--- config.mk ---
export PLATFORM = sky130hd
export DESIGN_NAME = cmbp_top
export DESIGN_NICKNAME = d
export VERILOG_FILES = /design/src/hdl/cmbp_pkg.sv /design/src/hdl/cmbp_txbuf.sv /design/src/hdl/cmbp_priority_value_sel.sv /design/src/hdl/cmbp_top.sv
export SDC_FILE = /design/constraint.sdc
export NUM_CORES = 1
export LEC_CHECK = 0
export BUFFER_PORTS_ARGS = -buffer_cell sky130_fd_sc_hd__clkbuf_2
export CAP_MARGIN = 20
export CORE_ASPECT_RATIO = 1.1
export CORE_MARGIN = 2
export CORE_UTILIZATION = 30
export CTS_BUF_LIST = sky130_fd_sc_hd__clkbuf_2 sky130_fd_sc_hd__clkbuf_4 sky130_fd_sc_hd__clkbuf_8
export CTS_CLUSTER_SIZE = 16
export DETAILED_ROUTE_END_ITERATION = 12
export PLACE_DENSITY = 0.5
export SLEW_MARGIN = 20
export SYNTH_ARGS = -nofsm -noshare
export SYNTH_HDL_FRONTEND = slang
export SYNTH_SLANG_ARGS = --single-unit
--- constraint.sdc ---
create_clock -name clk_sys_i -period 6.4 [get_ports clk_sys_i]
set_input_delay 1.28 -clock clk_sys_i [delete_from_list [all_inputs] [get_ports clk_sys_i]]
set_output_delay 1.28 -clock clk_sys_i [all_outputs]
set_load 0.02 [all_outputs]
--- src/hdl/cmbp_pkg.sv ---
// Shared constants and types for the transmit message buffer block.
package cmbp_pkg;

    // ==================================================================
    // Bus and buffer geometry
    // ==================================================================
    localparam int unsigned ADDR_W     = 5;   // Register address width.
    localparam int unsigned NUM_TXBUF  = 3;   // Transmit buffers.
    localparam int unsigned IDX_W      = 2;   // Buffer index width.
    localparam int unsigned BUF_BYTES  = 14;  // Bytes per buffer image.

    // ==================================================================
    // Offsets inside the transmit buffer window
    // ==================================================================
    localparam logic [3:0] OFS_IDENT0   = 4'h0;  // Identifier byte 0.
    localparam logic [3:0] OFS_IDENT1   = 4'h1;  // Identifier byte 1.
    localparam logic [3:0] OFS_IDENT2   = 4'h2;  // Identifier byte 2.
    localparam logic [3:0] OFS_IDENT3   = 4'h3;  // Identifier byte 3.
    localparam logic [3:0] OFS_PAYLOAD0 = 4'h4;  // First payload byte.
    localparam logic [3:0] OFS_PAYLOAD7 = 4'hb;  // Last payload byte.
    localparam logic [3:0] OFS_LENGTH   = 4'hc;  // Frame length code.
    localparam logic [3:0] OFS_PRIORITY_VALUE     = 4'hd;  // Local priority.

    // ==================================================================
    // Control registers outside the window
    // ==================================================================
    localparam logic [ADDR_W-1:0] REG_TX_FLAG = 5'h10; // Empty flags.
    localparam logic [ADDR_W-1:0] REG_TX_SEL  = 5'h11; // Buffer select.

    // ==================================================================
    // Field positions
    // ==================================================================
    localparam int unsigned RTR_BIT     = 4;  // Remote flag, byte 1.
    localparam int unsigned IDE_BIT     = 3;  // Extension flag, byte 1.
    localparam int unsigned STD_LO_LSB  = 5;  // Low id bits 7..5.
    localparam int unsigned EXT_RTR_BIT = 0;  // Remote flag, byte 3.
    localparam int unsigned DLC_W       = 4;  // Length code width.
    localparam int unsigned STD_ID_W    = 11; // Standard id width.
    localparam int unsigned EXT_ID_W    = 29; // Extended id width.

    // ==================================================================
    // Values
    // ==================================================================
    localparam logic [DLC_W-1:0] MAX_BYTES  = 4'h8;  // Payload limit.
    localparam logic [7:0]       PRIORITY_VALUE_RESET = 8'h00; // Priority reset.
    localparam logic [7:0]       BYTE_RESET = 8'h00; // Other bytes.

    // Scheduler states, one-hot.
    typedef enum logic [1:0] {
        CMBP_IDLE   = 2'b01,
        CMBP_ACTIVE = 2'b10
    } cmbp_state_type;

endpackage : cmbp_pkg

--- src/hdl/cmbp_txbuf.sv ---
// Storage of one transmit buffer image: identifier, payload, length, priority_value.
`timescale 1ns/1ps
module cmbp_txbuf (
    input  wire logic                 clk_sys_i,  // System clock.
    input  wire logic                 rst_n_i,    // Sync reset, low.
    input  wire logic                 wr_en_i,    // Write this buffer.
    input  wire logic [3:0]           wr_ofs_i,   // Byte offset.
    input  wire logic [7:0]           wr_data_i,  // Byte to store.
    output logic [cmbp_pkg::BUF_BYTES-1:0][7:0] bytes_o // Whole image.
);
    import cmbp_pkg::*;

    // ==================================================================
    // Byte store
    // ==================================================================
    // Every byte is a flip-flop; the priority byte has a documented
    // reset, the rest are cleared too so that nothing starts unknown.
    always_ff @(posedge clk_sys_i) begin
        if (!rst_n_i) begin
            for (int b = 0; b < BUF_BYTES; b++) begin
                bytes_o[b] <= BYTE_RESET;
            end
            bytes_o[OFS_PRIORITY_VALUE] <= PRIORITY_VALUE_RESET;
        end else if (wr_en_i && (wr_ofs_i <= OFS_PRIORITY_VALUE)) begin
            // Offsets past the priority byte are not stored.
            bytes_o[wr_ofs_i] <= wr_data_i;
        end
    end

endmodule : cmbp_txbuf

--- src/hdl/cmbp_priority_value_sel.sv ---
// Picks the pending buffer with the smallest local priority value.
`timescale 1ns/1ps
module cmbp_priority_value_sel #(
    parameter int unsigned N  = 3,  // Number of buffers.
    parameter int unsigned IW = 2   // Index width.
) (
    input  wire logic [N-1:0]        cand_i,  // Buffers taking part.
    input  wire logic [N-1:0][7:0]   priority_value_i,  // Local priority values.
    output logic                     any_o,   // Some candidate exists.
    output logic [IW-1:0]            win_o    // Winning buffer index.
);
    // ==================================================================
    // Linear search
    // ==================================================================
    // A strict less-than keeps the earlier index on a tie, so the lower
    // numbered buffer wins. Values are compared unsigned.
    logic [7:0] best;  // Smallest value seen so far.

    always_comb begin
        best  = 8'hff;
        any_o = 1'b0;
        win_o = '0;
        for (int i = 0; i < N; i++) begin
            if (cand_i[i] && (!any_o || (priority_value_i[i] < best))) begin
                best  = priority_value_i[i];
                win_o = IW'(i);
                any_o = 1'b1;
            end
        end
    end

endmodule : cmbp_priority_value_sel

--- src/hdl/cmbp_top.sv ---
// Transmit buffers, buffer window, empty flags and local prioritisation.
//
// Contract
// - Standard format uses an 11-bit identifier.
// - Byte0 holds id 10..3, byte1 7..5 id 2..0.
// - Smaller identifier means higher bus priority.
// - Byte1 bit4 is remote flag, sent as is.
// - Byte1 bit3 selects standard or extended id.
// - Eight payload bytes, only length-count ones sent.
// - Length register holds a four-bit length code.
// - Remote frame sends code unchanged, zero bytes.
// - Data frame byte count ranges zero to eight.
// - Pending buffers become candidates just before start.
// - Smallest local priority value wins selection.
// - Equal priorities: lowest buffer index wins.
// - Software clears empty flag; device sets after send.
// - Select register maps one buffer into window.
//
// The implementer's own choice: the strobed register port.
`timescale 1ns/1ps
module cmbp_top (
    input  wire logic                          clk_sys_i,    // Clock.
    input  wire logic                          rst_n_i,      // Reset.
    input  wire logic [cmbp_pkg::ADDR_W-1:0]   addr_i,       // Address.
    input  wire logic [7:0]                    wr_data_i,    // Write data.
    input  wire logic                          wr_i,         // Write.
    input  wire logic                          rd_i,         // Read.
    output logic      [7:0]                    rd_data_o,    // Read data.
    input  wire logic                          tx_sof_i,     // Pre-start.
    input  wire logic                          tx_done_i,    // Sent ok.
    input  wire logic                          tx_abandon_i, // Lost/err.
    input  wire logic [2:0]                    tx_byte_idx_i,// Byte no.
    output logic                               tx_valid_o,   // Frame up.
    output logic      [cmbp_pkg::IDX_W-1:0]    tx_buf_o,     // Buffer.
    output logic      [cmbp_pkg::EXT_ID_W-1:0] tx_id_o,      // Ident.
    output logic                               tx_ide_o,     // Extended.
    output logic                               tx_rtr_o,     // Remote.
    output logic      [cmbp_pkg::DLC_W-1:0]    tx_dlc_o,     // Code.
    output logic      [cmbp_pkg::DLC_W-1:0]    tx_count_o,   // Bytes.
    output logic      [7:0]                    tx_byte_o,    // Payload.
    output logic      [cmbp_pkg::NUM_TXBUF-1:0] tx_empty_o   // Flags.
);
    import cmbp_pkg::*;

    // ==================================================================
    // Declarations
    // ==================================================================
    logic [BUF_BYTES-1:0][7:0] buf_q [NUM_TXBUF]; // Buffer images.
    logic [NUM_TXBUF-1:0][7:0] priority_value_vec;          // Priorities.
    logic [NUM_TXBUF-1:0]      txe_r;             // Empty flags.
    logic [NUM_TXBUF-1:0]      txe_nxt;           // Next flags.
    logic [NUM_TXBUF-1:0]      sel_r;             // One-hot select.
    logic [NUM_TXBUF-1:0]      sel_nxt;           // Next select.
    logic [IDX_W-1:0]          sel_idx;           // Select as index.
    logic                      win_wr;            // Window write ok.
    logic                      win_hit;           // Address in window.
    logic                      arb_any;           // Candidate exists.
    logic [IDX_W-1:0]          arb_win;           // Winning buffer.
    cmbp_state_type            state_r;           // Scheduler state.
    cmbp_state_type            state_nxt;         // Next state.
    logic                      start;             // Selection moment.
    logic [7:0]                rd_mux;            // Read data source.
    logic [EXT_ID_W-1:0]       id_nxt;            // Identifier to send.
    logic                      rtr_nxt;           // Remote flag to send.
    logic                      ide_nxt;           // Format to send.
    logic [DLC_W-1:0]          dlc_nxt;           // Code to send.
    logic [DLC_W-1:0]          cnt_nxt;           // Byte count to send.

    // The window covers the identifier bytes up to the priority byte.
    assign win_hit = (addr_i[ADDR_W-1] == 1'b0) &&
                     (addr_i[3:0] <= OFS_PRIORITY_VALUE);

    // ==================================================================
    // Buffer storage
    // ==================================================================
    // Only the buffer shown in the window can be written, and only
    // while it is empty: a queued buffer is frozen so that what goes
    // on the bus is exactly what was scheduled.
    assign win_wr = wr_i && win_hit && (|(sel_r & txe_r));

    for (genvar k = 0; k < NUM_TXBUF; k++) begin : g_buf
        cmbp_txbuf u_buf (
            .clk_sys_i (clk_sys_i),
            .rst_n_i   (rst_n_i),
            .wr_en_i   (win_wr && sel_r[k]),
            .wr_ofs_i  (addr_i[3:0]),
            .wr_data_i (wr_data_i),
            .bytes_o   (buf_q[k])
        );
    end
    // Gather the priority bytes for the selector.
    always_comb begin
        for (int k = 0; k < NUM_TXBUF; k++) begin
            priority_value_vec[k] = buf_q[k][OFS_PRIORITY_VALUE];
        end
    end

    // ==================================================================
    // Buffer select register
    // ==================================================================
    // Writing a mask keeps only the lowest set bit that names an empty
    // buffer, so software may offer all empties and take what it gets.
    // A mask with no empty buffer in it unmaps the window.
    always_comb begin
        sel_nxt = sel_r;
        if (wr_i && (addr_i == REG_TX_SEL)) begin
            sel_nxt = '0;
            for (int k = NUM_TXBUF - 1; k >= 0; k--) begin
                if (wr_data_i[k] && txe_r[k]) begin
                    sel_nxt = '0;
                    sel_nxt[k] = 1'b1;
                end
            end
        end
    end
    // Select register update.
    always_ff @(posedge clk_sys_i) begin
        if (!rst_n_i) begin
            sel_r <= '0;
        end else begin
            sel_r <= sel_nxt;
        end
    end
    // Index form of the one-hot select.
    always_comb begin
        sel_idx = '0;
        for (int k = 0; k < NUM_TXBUF; k++) begin
            if (sel_r[k]) begin
                sel_idx = IDX_W'(k);
            end
        end
    end

    // ==================================================================
    // Empty flags
    // ==================================================================
    // Writing a one clears a flag and queues the buffer. A successful
    // send sets the flag of the active buffer; the set wins when both
    // land in the same cycle, so a finished buffer is never lost.
    always_comb begin
        txe_nxt = txe_r;
        if (wr_i && (addr_i == REG_TX_FLAG)) begin
            txe_nxt = txe_r & ~wr_data_i[NUM_TXBUF-1:0];
        end
        if ((state_r == CMBP_ACTIVE) && tx_done_i) begin
            txe_nxt[tx_buf_o] = 1'b1;
        end
    end
    // Flags come out of reset all empty.
    always_ff @(posedge clk_sys_i) begin
        if (!rst_n_i) begin
            txe_r <= '1;
        end else begin
            txe_r <= txe_nxt;
        end
    end
    // Flags are mirrored to a port from their own flip-flop.
    always_ff @(posedge clk_sys_i) begin
        if (!rst_n_i) begin
            tx_empty_o <= '1;
        end else begin
            tx_empty_o <= txe_nxt;
        end
    end

    // ==================================================================
    // Local prioritisation
    // ==================================================================
    // Candidates are sampled on the pre-start pulse, which the frame
    // engine gives just before the start bit, also after an error.
    cmbp_priority_value_sel #(
        .N  (NUM_TXBUF),
        .IW (IDX_W)
    ) u_sel (
        .cand_i (~txe_r),
        .priority_value_i (priority_value_vec),
        .any_o  (arb_any),
        .win_o  (arb_win)
    );
    // Selection happens only when idle and some buffer is pending.
    assign start = (state_r == CMBP_IDLE) && tx_sof_i && arb_any;
    // Scheduler: idle until a start, active until done or abandon.
    always_comb begin
        state_nxt = state_r;
        case (state_r)
            CMBP_IDLE: begin
                if (start) begin
                    state_nxt = CMBP_ACTIVE;
                end
            end
            CMBP_ACTIVE: begin
                // A lost or failed frame re-enters selection next time.
                if (tx_done_i || tx_abandon_i) begin
                    state_nxt = CMBP_IDLE;
                end
            end
            default: begin
                state_nxt = CMBP_IDLE;
            end
        endcase
    end
    // State register.
    always_ff @(posedge clk_sys_i) begin
        if (!rst_n_i) begin
            state_r <= CMBP_IDLE;
        end else begin
            state_r <= state_nxt;
        end
    end

    // ==================================================================
    // Frame header decode of the winning buffer
    // ==================================================================
    // In standard format bytes two and three and the low bits of byte
    // one play no part; the identifier is zero-extended so that a
    // plain numeric compare gives the bus priority, smaller wins.
    always_comb begin
        ide_nxt = buf_q[arb_win][OFS_IDENT1][IDE_BIT];
        dlc_nxt = buf_q[arb_win][OFS_LENGTH][DLC_W-1:0];
        if (ide_nxt) begin
            id_nxt  = {buf_q[arb_win][OFS_IDENT0],
                       buf_q[arb_win][OFS_IDENT1][7:STD_LO_LSB],
                       buf_q[arb_win][OFS_IDENT1][2:0],
                       buf_q[arb_win][OFS_IDENT2],
                       buf_q[arb_win][OFS_IDENT3][7:1]};
            rtr_nxt = buf_q[arb_win][OFS_IDENT3][EXT_RTR_BIT];
        end else begin
            id_nxt  = {{(EXT_ID_W - STD_ID_W){1'b0}},
                       buf_q[arb_win][OFS_IDENT0],
                       buf_q[arb_win][OFS_IDENT1][7:STD_LO_LSB]};
            rtr_nxt = buf_q[arb_win][OFS_IDENT1][RTR_BIT];
        end
        // A remote frame carries no payload whatever its code says.
        if (rtr_nxt) begin
            cnt_nxt = '0;
        end else if (dlc_nxt > MAX_BYTES) begin
            cnt_nxt = MAX_BYTES;
        end else begin
            cnt_nxt = dlc_nxt;
        end
    end
    // Header latch; held for the whole frame since the buffer is frozen.
    always_ff @(posedge clk_sys_i) begin
        if (!rst_n_i) begin
            tx_valid_o <= 1'b0;
            tx_buf_o   <= '0;
            tx_id_o    <= '0;
            tx_ide_o   <= 1'b0;
            tx_rtr_o   <= 1'b0;
            tx_dlc_o   <= '0;
            tx_count_o <= '0;
        end else begin
            tx_valid_o <= (state_nxt == CMBP_ACTIVE);
            if (start) begin
                tx_buf_o   <= arb_win;
                tx_id_o    <= id_nxt;
                tx_ide_o   <= ide_nxt;
                tx_rtr_o   <= rtr_nxt;
                tx_dlc_o   <= dlc_nxt;
                tx_count_o <= cnt_nxt;
            end
        end
    end

    // ==================================================================
    // Payload read port
    // ==================================================================
    // The frame engine asks for byte n and gets it one cycle later; it
    // is expected to ask only below the count it was given.
    always_ff @(posedge clk_sys_i) begin
        if (!rst_n_i) begin
            tx_byte_o <= 8'h00;
        end else begin
            tx_byte_o <= buf_q[tx_buf_o][OFS_PAYLOAD0 +
                                         {1'b0, tx_byte_idx_i}];
        end
    end

    // ==================================================================
    // Register read path
    // ==================================================================
    // An unmapped window or address reads as zero.
    always_comb begin
        rd_mux = 8'h00;
        if (addr_i == REG_TX_FLAG) begin
            rd_mux = {{(8 - NUM_TXBUF){1'b0}}, txe_r};
        end else if (addr_i == REG_TX_SEL) begin
            rd_mux = {{(8 - NUM_TXBUF){1'b0}}, sel_r};
        end else if (win_hit && (|sel_r)) begin
            rd_mux = buf_q[sel_idx][addr_i[3:0]];
        end
    end
    // Read data stand only in the cycle after the strobe.
    always_ff @(posedge clk_sys_i) begin
        if (!rst_n_i) begin
            rd_data_o <= 8'h00;
        end else if (rd_i) begin
            rd_data_o <= rd_mux;
        end else begin
            rd_data_o <= 8'h00;
        end
    end

    // Winner is no larger than any candidate, and on ties is lowest.
    logic lo_ok;  // Winner value not above any candidate.
    logic tie_ok; // No lower-index candidate shares the value.
    always_comb begin
        lo_ok  = 1'b1;
        tie_ok = 1'b1;
        for (int j = 0; j < NUM_TXBUF; j++) begin
            if (!txe_r[j] && (priority_value_vec[j] < priority_value_vec[arb_win])) begin
                lo_ok = 1'b0;
            end
            if (!txe_r[j] && (priority_value_vec[j] == priority_value_vec[arb_win]) &&
                (IDX_W'(j) < arb_win)) begin
                tie_ok = 1'b0;
            end
        end
    end
endmodule : cmbp_top

# Yosys cells after proc, flatten, opt, wreduce, memory -nomap -nowiden
# Cells that the tools add are included.
[totals]
regBits = 402
in_bits = 23
[classes]
add_sub_neg = 1
order_cmp = 12
n_eq_ne = 5
n_mux = 44
bitwise = 12
reduce_logical = 31
[ops]
columns = ["op", "n"]
rows = [
  ["binary-select mux 112 bit (select 2 bit)", 3],
  ["2-to-1 mux 112 bit", 4],
  ["bitwise mux 112 bit", 3],
  ["2-to-1 mux 100 bit", 2],
  ["binary-select mux 8 bit (select 4 bit)", 2],
  ["2-to-1 mux 8 bit", 5],
  ["demux 8 bit (select 4 bit)", 1],
  ["2-to-1 mux 29 bit", 1],
  ["2-to-1 mux 3 bit", 8],
  ["logical AND 1 bit", 22],
  ["< comparator 8 bit", 2],
  ["== test 5 bit (second input constant)", 2],
  ["< comparator 4 x 5 -> 1 bit (second input constant)", 2],
  [">= comparator 3 bit (second input constant)", 3],
  ["NOT 2 -> 3 bit", 3],
  ["2-to-1 mux 2 bit", 4],
  ["2-to-1 mux 4 bit", 2],
  ["2-to-1 mux 1 bit", 7],
  ["bitwise AND 3 bit", 2],
  ["NOT 3 bit", 2],
  ["OR reduction 3 bit", 2],
  ["OR reduction 5 bit", 1],
  ["adder 3 x 3 -> 4 bit (first input constant)", 1],
  ["== test 2 bit (second input constant)", 2],
  ["other kinds (13)", 19],
]

# Logic depth before layout (Yosys ltp)
# Gate-level depths: netlist of run 1.
[depth]
depth_word = 17
mapped_depth = 21

# By module
# Synthesis of run 1 repeated with hierarchy kept, for this count alone.
[unflattened]
cells_unflattened = 2156
hier_area_um2 = 20853.8
[modules_own_cells]
columns = ["mod", "n_inst", "cells_per_inst", "area_per_inst_um2", "seq_area_each_um2"]
rows = [
  ["cmbp_txbuf", 3, 393, 4113.9, 2242.2],
  ["cmbp_top", 1, 903, 7942.6, 1321.3],
  ["cmbp_priority_value_sel", 1, 74, 569.3, 0.0],
]

# Worst setup path before layout of run 1
# OpenSTA, ideal clock, no wires.
[synth_path]
path_kind = "register -> register"
from = "reg, netlist name tx_empty_o[0]"
to = "reg tx_rtr_o"
setup_time_ps = 119
t_arrival_ps = 4193
required_time_ps = 6281
setup_slack_ps = 2088
stages_incl_launch_ff = 21
path_buffers = 4
period_less_slack_ps = 4312
cell_sequence = "dfxtp_1 > clkbuf_1 > nor2_1 > ha_1 > a211oi_1 > nor2_1 > o31a_4 > nor2_8 > buf_2 > buf_2 > nor2_1 > a21oi_1 > ha_1 > a211oi_1 > o22ai_1 > nor4_1 > o21ai_1 > o21ai_1 > buf_2 > o21ai_0 > o221a_2"
[synth_lines]
columns = ["element", "line", "rtl"]
rows = [
  ["end signal: assignment", "cmbp_top.sv:258", "tx_rtr_o <= rtr_nxt;"],
  ["end: declaration", "cmbp_top.sv:37", "output logic tx_rtr_o,"],
]

==> results of run 1 <==
-- cells by family (layout without fill, tap and decap cells) --
| family | count (synthesis) | after routing |
|---|---|---|
| and+or+nand+nor | 848 | 848 |
| AOI/OAI and AO/OA | 456 | 456 |
| DFF | 402 | 402 |
| muxes | 387 | 387 |
| buffers and inverters | 237 | 254 |
| adders and majority gates | 16 | 16 |
| other | 0 | 3 |
-- state kept, by name, summed over array words and instances (netlist names) --
signal,count
tx_valid_o,1
tx_ide_o,1
state_r,2
tx_byte_o,8
tx_rtr_o,1
tx_dlc_o,4
tx_id_o,29
tx_count_o,4
g_buf.u_buf.bytes_o,336
tx_empty_o,3
tx_buf_o,2
rd_data_o,8
sel_r,3
-- cell type report --
type	instances	area (um^2)	share of cell area, %
inverter	7	26.28	0.1090
timing repair buffer	122	734.5	3.047
clock buffer	118	1443	5.986
tap	945	1182	4.906
multi-input combinational	1707	12600	52.27
sequential	402	8056	33.43
antenna	3	7.507	0.03115
clock inverter	7	53.80	0.2232
-- worst min-delay path by stage --
stage,startpoint,endpoint,cells after the start
CTS,g_buf[0].u_buf.bytes_o[102],g_buf[0].u_buf.bytes_o[102],2
finish,tx_id_o[16],tx_id_o[16],2
global placement,tx_id_o[20],tx_id_o[20],2
floorplan,g_buf[1].u_buf.bytes_o[100],g_buf[1].u_buf.bytes_o[100],2
detailed placement,tx_id_o[16],tx_id_o[16],2
global route,g_buf[2].u_buf.bytes_o[82],g_buf[2].u_buf.bytes_o[82],2
-- worst max-delay path, delay by kind of cell (launching register included) --
kind / cells / cell delay (ps)
compound gates: 9 / 2470
fa+ha+maj: 2 / 500
buf+inv: 1 / 580
flops: 1 / 780
simple gates: 5 / 640
-- layer usage --
metal  GRT usage (%)  vias to the layer above  part of all wire [%]
li1                -                     8336                     -
met1           26.00                     8922                    43
met2           34.88                      552                    49
met3           3.358                      140                   5.4
met4           8.271                        6                   3.5
met5               0                        -                 0.053
-- power by group through the flow --
stage	registers, mW	clock network (mW)	logic [mW]
2_1_floorplan	2.57	0	0.196
3_3_place_gp	2.57	0	0.294
3_5_place_dp	2.57	0	0.296
4_1_cts	2.51	2.62	0.296
5_1_grt	2.51	2.73	0.313
6_report	2.51	2.57	0.297
-- cell usage after synthesis, types with 5 or more instances --
cell type	instances	share of area (%)
and3_1	8	0.23
nand3_1	213	4.9
buf_1	15	0.26
nand2b_1	5	0.14
nand4_1	5	0.14
a21boi_1	128	4.4
o22ai_1	11	0.32
a21boi_0	67	2.3
nor2_1	40	0.69
a21oi_1	33	0.76
nand2_2	10	0.29
nand3_2	12	0.55
and2_1	5	0.14
ha_1	16	0.92
nand2_1	346	6.0
nor3_1	6	0.14
clkbuf_1	123	2.1
o211ai_1	32	1.1
o211a_1	9	0.42
a31oi_1	13	0.38
dfxtp_1	402	37
mux4_2	87	9.0
buf_2	73	1.7
o221ai_1	19	0.77
o21ai_0	108	2.5
mux2i_1	275	13
a22oi_1	7	0.24
nor2b_1	150	4.3
buf_4	15	0.52
inv_1	7	0.12
or3_1	19	0.55
nor2_2	8	0.23
mux2_2	24	1.2
-- stage by stage --
stage / hold WS [ps] / std cells / utilization (%)
global placement: 444.6 / 3183 / 31.53
floorplan: 431.9 / 2346 / -
detailed placement: 450.9 / 3183 / 31.53
global route: 489.1 / 3310 / 33.63
finish: 461.0 / 3311 / 33.64
CTS: 462.0 / 3308 / 33.62
==> flow_summary.yaml, run 1 <==
clock_tree:
  post_cts_buffers: 0
  cts_root_buffer: "clkbuf_8"
  cts_buffers: 74
  htreeDepth: 3
  path_clk_slew_ps: 60
  cts.sinks: 402
  clock_latency_ps: 680
  cts_tree: "yes"
  clockBufferDepth: 3
  cts_resized: 0
  cts_hold_buf: 0
critical_path:
  crit_chain: "nor2_1, ha_1, a211oi_1, nor2_1, o31a_4, nor2_8, buf_4, nor2_1, a21oi_1, ha_1, a21oi_1, o22ai_1, nor4_1, a21oi_1, o21a_1, o211ai_1, o221ai_1"
  ff2ff_path_depth: 17
  r2r_end: "tx_count_o[2]"
  cp_slowest_stage_delay_ps: 780
  r2r_setup_slack_ps: 1360
  crit_end: "tx_count_o[2]"
  crit_path_start: "tx_empty_o[0]"
  path_max_fanout: 51
  required_ps: 6980
  criticalPathCategory: "register to register"
  worstSetupStartpointType: "register"
  cp-end-kind: "register"
  cp_data_arrival_time_ps: 5610
  timing.rr.start: "tx_empty_o[0]"
  slowest_stage: "dfxtp_1"
detailed_routing:
  vias: 17960
  antenna_left: 0
  drt_first_pass_iters: 5
  viasPerCell: 5.423
  wirelength_mm: 77.36
  wl_per_cell_um: 23.36
  drt_iter0_drc: 1483
  drcViolationCount: 0
power_and_ir_drop:
  sw_frac_of_total_pct: 25.26
  power_mw: 5.382
  pwr-share-clk_pct: 47.8
  pwr-share-seq_pct: 46.7
  powerDensity_nw_per_um2: 223.3
  peakVddDrop_mv: 0.1276
  p_int_mw: 4.022
  power_switching_mw: 1.359
  combPwrFrac_pct: 5.5
  leakage_nw: 8.398
sta:
  tns_ps: 0
  maxSlewViolCount: 0
  fmax_mhz: 198.5
  setup_slack_ps: 1363
  setup_viol: 0
  rsz0062_at_grt: "false"
  hold_viol: 0
  relSlewSlack_pct: 34.57
  finClkSkew_ps: 40.17
  min_period_over_period_pct: 78.71
  worst_pin_slew_ps: 979.4
  period_needed_ps: 5037
layout:
  fillCellCount: 7516
  area_growth_pct: 11.26
  mostFrequentLayoutCell: "dfxtp_1"
  fin_area_um2: 24100
  layout-drive-gt1-share_pct: 17.60
  nets: 2353
  final_cell_mix: "399 x dfxtp_1, 346 x nand2_1, 275 x mux2i_1, 213 x nand3_1, 147 x nor2b_1"
global_route:
  grt-ovfl-total: 0
  grt_use_total_pct: 20.59
  antenna_found_initial: 7
  grt_pass1_vias: 17890
  grt_pass1_wl_mm: 116.5
  grt_max_degree: 113
floorplan:
  die_area_um2: 74380
  row_count: 103
  initial_utilization_pct: 30.23
  ioPinCount: 84
  die_h_um: 285.8
  die_w_um: 260.2
  coreArea_um2: 71650
synth:
  synthAdderAreaFrac_pct: 0.9241
  ys_warn_count: 0
  synth.net_count: 2385
  syn_avg_cell_area_um2: 9.234
  ys.flop_type: "dfxtp_1"
  synth-edff-count: 0
  syn-cell-area_um2: 21660
  synth-seq-cells: 402
  ys_seq_area_share_pct: 37.15
  synth-simple-area-share_pct: 19.41
  netlist-cell-type-count: 68
  synth.area.mux_share_pct: 23.07
  syn_inst: 2346
  synth_top_family_by_area: "multiplexers"
  synth_xor_area_share_pct: 0
  synth_compound_area_share_pct: 14.54
  synthArstFlopShare_pct: 0
placement:
  place_area_um2: 22600
  gp_congestion: 0.8945
  place_ws_ps: 1428
  port_buffers: 83
  hpwl_mm: 50.87
hold_path:
  hold_path.class: "register to register"
run:
  cap_violations: 0
run_status:
  status: "complete, no violations"
Power figures use the tool's default switching activity.
==> inputs of run 2 (changes only) <==
- ABC_AREA: not set -> 1
- clock period: 6.4 -> 4.8 ns (I/O delays scaled with it)
==> run 2 against run 1 <==
  * Die area is 10% lower
  * Hold slack worse by 15 ps
  * Setup slack worse by 850 ps
  * Routed wire length rose by 4.8%
  * Register-to-register slack lost 850 ps
  * Sequential share of layout area is 3.0 points higher
  * Critical path type unchanged
  * Synthesized area decreased by 10%
  * Clock power rose by 36%
  * Clock-buffer cell count rose by 1
  * Combinational power is 51% higher
  * Largest cell class unchanged
  * Critical endpoint is now tx_count_o[0]
==> flow_summary.yaml, run 2 <==
layout:
  nets: 2800
  fillCellCount: 6807
  reg_top3: "g_buf.u_buf.bytes_o x336, tx_id_o x29"
  final_cell_mix: "503 x a21oi_1, 474 x o21ai_0, 401 x dfxtp_1, 383 x nand2_1, 289 x inv_1"
  top_register: "g_buf.u_buf.bytes_o"
  area_growth_pct: 13.52
  largest_reg_flops: 336
  layout-drive-gt1-share_pct: 10.68
  mostFrequentLayoutCell: "a21oi_1"
detailed_routing:
  wl_per_cell_um: 22.20
  vias: 20180
  drt_first_pass_iters: 6
  drt_iter0_drc: 1918
  antenna_left: 0
  viasPerCell: 5.525
  drcViolationCount: 0
  wirelength_mm: 81.08
power_and_ir_drop:
  pwr-share-seq_pct: 46.0
  p_int_mw: 5.421
  combPwrFrac_pct: 6.2
  pwr-share-clk_pct: 47.9
  powerDensity_nw_per_um2: 330.1
  sw_frac_of_total_pct: 25.63
  power_switching_mw: 1.868
  peakVddDrop_mv: 0.1586
  leakage_nw: 7.540
synth:
  synth_common_cells: "503 x a21oi_1, 474 x o21ai_0, 402 x dfxtp_1"
  synth.net_count: 2818
  ys_warn_count: 0
  synth_largest_area_cell: "dfxtp_1"
  syn-cell-area_um2: 19450
  netlist-cell-type-count: 44
  synthTopCellsByArea: "dfxtp_1 41%, a21oi_1 13%, o21ai_0 12%"
  syn_avg_cell_area_um2: 6.999
  synth_top_cell_area_share_pct: 41.38
  syn_inst: 2779
  synthArstFlopShare_pct: 0
  ys_seq_area_share_pct: 41.38
  synth-seq-cells: 402
  ys.flop_type: "dfxtp_1"
  synth-edff-count: 0
  synth.most_common_cell: "a21oi_1"
critical_path:
  path_max_fanout: 46
  ff2ff_path_depth: 21
  r2r_end: "tx_count_o[0]"
  timing.rr.start: "tx_empty_o[0]"
  r2r_setup_slack_ps: 520
  worstSetupStartpointType: "register"
  criticalPathCategory: "register to register"
  crit_path_start: "tx_empty_o[0]"
  required_ps: 5330
  cp-end-kind: "register"
  cp_data_arrival_time_ps: 4810
  crit_end: "tx_count_o[0]"
sta:
  relSlewSlack_pct: 28.63
  finClkSkew_ps: 40.36
  min_period_over_period_pct: 89.22
  hold_viol: 0
  tns_ps: 0
  setup_viol: 0
  worst_pin_slew_ps: 1071
  period_needed_ps: 4283
  rsz0062_at_grt: "false"
  fmax_mhz: 233.5
  maxSlewViolCount: 0
  setup_slack_ps: 517.4
clock_tree:
  cts_buffers: 75
  path_clk_slew_ps: 60
  clock_latency_ps: 680
  cts.sinks: 402
  clockBufferDepth: 3
  cts_resized: 0
  cts_tree: "yes"
  cts_hold_buf: 0
  post_cts_buffers: 0
  htreeDepth: 3
  cts_root_buffer: "clkbuf_8"
global_route:
  grt_pass1_wl_mm: 120.3
  grt-ovfl-total: 0
  grt_max_degree: 115
  grt_use_total_pct: 23.78
  antenna_found_initial: 1
  grt_pass1_vias: 18730
floorplan:
  die_h_um: 271.1
  ioPinCount: 84
  die_w_um: 246.8
  die_area_um2: 66890
  row_count: 97
  initial_utilization_pct: 30.41
  coreArea_um2: 63960
hold_path:
  hold_path.class: "register to register"
placement:
  port_buffers: 83
  gp_congestion: 0.8826
  place_ws_ps: 453.7
  hpwl_mm: 53.01
run_status:
  status: "complete, no violations"
run:
  cap_violations: 0
[run 2: changes by cell type in the layout (fill, tap and decap cells not counted), moves of 26 or more]
cell      previous run  this run
a211oi_1             4        30
a21boi_0            67         0
a21boi_1           128         0
a21oi_1             33       503
inv_1                7       289
mux2i_1            275         0
mux4_2              87         0
nand2_1            346       383
nand3_1            213       126
nor2b_1            147         0
o21ai_0            108       474
o22ai_1             11        85
[run 2: routing by layer]
metal | vias to the layer above | wire length, um | global-route usage [%]
li1 | 9554 | - | -
met1 | 9490 | 34990 | 32.15
met2 | 962 | 36680 | 37.38
met3 | 171 | 6753 | 4.226
met4 | 0 | 2658 | 9.306
met5 | - | 0 | 0
[run 2: worst min-delay path by stage]
stage                                 from                     endpoint  slack [ps]  cells after the start
3_3_place_gp   g_buf[1].u_buf.bytes_o[101]  g_buf[1].u_buf.bytes_o[101]         430                      2
3_5_place_dp   g_buf[1].u_buf.bytes_o[102]  g_buf[1].u_buf.bytes_o[102]         440                      2
2_1_floorplan  g_buf[1].u_buf.bytes_o[100]  g_buf[1].u_buf.bytes_o[100]         420                      2
5_1_grt        g_buf[1].u_buf.bytes_o[103]  g_buf[1].u_buf.bytes_o[103]         460                      2
6_report       g_buf[1].u_buf.bytes_o[103]  g_buf[1].u_buf.bytes_o[103]         450                      2
4_1_cts        g_buf[1].u_buf.bytes_o[102]  g_buf[1].u_buf.bytes_o[102]         450                      2
[run 2: kinds of logic (layout without fill, tap and decap cells)]
group / count (synthesis) / count (layout) / synth area share [%]
AO/OA/AOI/OAI: 1209 / 1209 / 33.61
flip-flops: 402 / 402 / 41.38
AND/OR/NAND/NOR: 611 / 611 / 13.24
adder cells (fa/ha/maj): 16 / 16 / 1.029
buffers and inverters: 541 / 572 / 10.75
other: 0 / 1 / 0
[run 2: worst max-delay path: stages (launching register included)]
cell and delay, ps:
dfxtp_1 560, nor2_1 110, ha_1 320, a21oi_1 160, o21a_1 130, nand2_1 60
nand2_2 90, nand2_2 180, o21ai_0 220, ha_1 270, a21oi_1 140, nor2_1 50
a211oi_1 220, nand2_2 120, nand2_4 280, nand2_4 370, nand2_1 150, nand2_1 260
nand2_1 140, nand2_1 140, nand2_1 100, a21oi_1 50
[run 2: layout make-up]
type / count / area (um^2) / share of cell area [%]
clock buffer: 119 / 1469 / 6.653
tap: 841 / 1052 / 4.766
multi-input combinational: 1836 / 9353 / 42.36
clock inverter: 7 / 66.31 / 0.3003
sequential: 402 / 8051 / 36.47
timing repair buffer: 148 / 962.2 / 4.358
inverter: 298 / 1124 / 5.089
antenna: 1 / 2.502 / 0.01133
[run 2: through the flow]
stage / instance area, um^2 / power [mW] / utilization, % / hold slack (ps) / std cells
after global placement: 20540 / 3.855 / 32.11 / 428.9 / 3525
after global routing: 22080 / 7.531 / 34.52 / 458.1 / 3652
final: 22080 / 7.289 / 34.52 / 445.9 / 3652
after CTS: 22080 / 7.342 / 34.52 / 447.2 / 3651
after detailed placement: 20540 / 3.857 / 32.12 / 439.2 / 3525
after floorplan: 19450 / 3.668 / - / 420.0 / 2779
[run 2: power by group through the flow]
stage               Combinational [mW]  Clock [mW]  Sequential [mW]
global placement                 0.433           0             3.42
detailed placement               0.435           0             3.42
floorplan                        0.240           0             3.43
CTS                              0.437        3.56             3.35
finish                           0.449        3.49             3.35
global route                     0.475        3.71             3.35
==> inputs of run 3 (changes only) <==
- PLACE_DENSITY: 0.5 -> 0.41
==> run 3 against run 2 <==
  * Utilization grew 0.32 points
  * Setup slack lost 24 ps
  * Register-to-register slack lost 20 ps
  * Sequential cell count is the same
  * Die area is the same
  * Cell count grew 0.44%
  * Hold slack lost 5.8 ps
  * Non-clock buffer count grew 8
  * First-iteration DRC count grew 10%
  * Clock power grew 9.7%
  * Critical endpoint is now tx_count_o[1]
  * Largest cell class unchanged
  * Highest routed layer unchanged
==> flow_summary.yaml, run 3 (synthesis results as in run 2) <==
detailed_routing:
  drcViolationCount: 0
  antenna_left: 0
  viasPerCell: 5.488
  vias: 20130
  wl_per_cell_um: 24.06
  drt_first_pass_iters: 10
  drt_iter0_drc: 2119
  wirelength_mm: 88.26
sta:
  relSlewSlack_pct: 31.47
  fmax_mhz: 232.2
  min_period_over_period_pct: 89.73
  tns_ps: 0
  setup_viol: 0
  maxSlewViolCount: 0
  period_needed_ps: 4307
  worst_pin_slew_ps: 1028
  finClkSkew_ps: 34.30
  rsz0062_at_grt: "false"
  hold_viol: 0
critical_path:
  worst_path_dominant_cell_family: "simple AND/OR/NAND/NOR gates"
  criticalPathCategory: "register to register"
  worstSetupStartpointType: "register"
  crit_top_cell: "nand2_1"
  path_max_fanout: 46
  path_buf_inv: 0
  timing.rr.start: "tx_empty_o[0]"
  slowest_stage: "dfxtp_1"
  crit_chain: "nor2_1, ha_1, a21oi_1, o21a_1, nand2_1, nand2_2, nand2_2, o21ai_0, ha_1, a21oi_1, nor2_1, a211oi_1, nand2_2, nand2_4, nand2_8, nand2_1, nand2_1, nand2_1, nand2_1, nand2_1, a21oi_1"
  cp_slowest_stage_delay_ps: 600
  crit_path_start: "tx_empty_o[0]"
  required_ps: 5330
  cp-end-kind: "register"
  cp_data_arrival_time_ps: 4840
clock_tree:
  path_clk_slew_ps: 60
  cts_root_buffer: "clkbuf_8"
  htreeDepth: 3
  clock_latency_ps: 690
  cts_tree: "yes"
  cts_buffers: 76
  clockBufferDepth: 3
  cts.sinks: 402
  cts_resized: 0
  post_cts_buffers: 0
  cts_hold_buf: 0
floorplan:
  die_h_um: 271.1
  die_area_um2: 66890
  die_w_um: 246.8
  ioPinCount: 84
  coreArea_um2: 63960
  initial_utilization_pct: 30.41
  row_count: 97
hold_path:
  hold_path.class: "register to register"
  hp-start: "g_buf[1].u_buf.bytes_o[103]"
layout:
  finish.utilization_pct: 34.84
  area_growth_pct: 14.58
  final_cell_mix: "503 x a21oi_1, 474 x o21ai_0, 401 x dfxtp_1, 383 x nand2_1, 289 x inv_1"
  fin_area_um2: 22290
  layout-drive-gt1-share_pct: 11.18
  largest_reg_flops: 336
  nets: 2809
  reg_top3: "g_buf.u_buf.bytes_o x336, tx_id_o x29"
  mostFrequentLayoutCell: "a21oi_1"
  top_register: "g_buf.u_buf.bytes_o"
placement:
  hpwl_mm: 57.75
  place_area_um2: 20590
  gp_congestion: 0.8554
  port_buffers: 83
power_and_ir_drop:
  powerDensity_nw_per_um2: 342.7
  p_int_mw: 5.649
  combPwrFrac_pct: 6.1
  pwr-share-clk_pct: 50.1
  peakVddDrop_mv: 0.1957
  pwr-share-seq_pct: 43.8
  leakage_nw: 7.645
  power_switching_mw: 1.989
  sw_frac_of_total_pct: 26.04
global_route:
  antenna_found_initial: 3
  grt_max_degree: 133
  grt_use_total_pct: 25.92
  grt_pass1_wl_mm: 129.4
  grt_pass1_vias: 18970
  grt-ovfl-total: 0
run:
  cap_violations: 0
run_status:
  status: "complete, no violations"
==> run 3: power groups by stage <==
| stage | clock network, mW | logic, mW | registers, mW |
|---|---|---|---|
| after floorplan | 0 | 0.240 | 3.43 |
| after global placement | 0 | 0.455 | 3.42 |
| after detailed placement | 0 | 0.454 | 3.42 |
| after CTS | 3.91 | 0.455 | 3.35 |
| after global routing | 4.06 | 0.491 | 3.35 |
| final | 3.83 | 0.463 | 3.35 |
==> run 3: worst paths after layout <==
check / to / slack (ps) / cells after the start
setup reg to reg: tx_count_o[1] / 490 / 21
setup / recovery: tx_count_o[1] / 490 / 21
hold reg to reg: g_buf[1].u_buf.bytes_o[103] / 440 / 2
hold / removal: g_buf[1].u_buf.bytes_o[103] / 440 / 2
==> run 3: worst register-to-register path: stages, from the launching register on <==
cell and delay, ps:
dfxtp_1 600, nor2_1 130, ha_1 330, a21oi_1 150, o21a_1 130, nand2_1 70, nand2_2 90, nand2_2 180
o21ai_0 240, ha_1 270, a21oi_1 130, nor2_1 50, a211oi_1 200, nand2_2 110, nand2_4 310, nand2_8 290
nand2_1 150, nand2_1 270, nand2_1 140, nand2_1 160, nand2_1 110, a21oi_1 60
==> run 3: area by class of cell <==
cell class / instances / area [um^2]
multi-input combinational: 1836 / 9361
clock buffer: 116 / 1459
antenna: 1 / 2.502
fill: 6875 / 41670
clock inverter: 18 / 229.0
inverter: 298 / 1124
sequential: 402 / 8051
timing repair buffer: 156 / 1007
tap: 841 / 1052
==> run 3: per-layer routing <==
| metal | vias to the layer above | part of all wire [%] | GRT usage (%) |
|---|---|---|---|
| met1 | 9536 | 44 | 34.39 |
| li1 | 9590 | - | - |
| met2 | 852 | 46 | 42.26 |
| met3 | 153 | 7.0 | 4.156 |
| met4 | 0 | 3.2 | 9.306 |
| met5 | - | 0 | 0 |
==> run 3: stage by stage <==
step / instances / setup slack [ps] / hold WS, ps / power [mW]
after global routing: 3668 / 35.83 / 463.9 / 7.894
after CTS: 3667 / 322.7 / 444.0 / 7.718
final: 3668 / 492.9 / 440.1 / 7.638
after floorplan: 2779 / 739.3 / 420.0 / 3.668
after global placement: 3533 / 403.3 / 430.8 / 3.877
after detailed placement: 3533 / 330.4 / 434.7 / 3.875
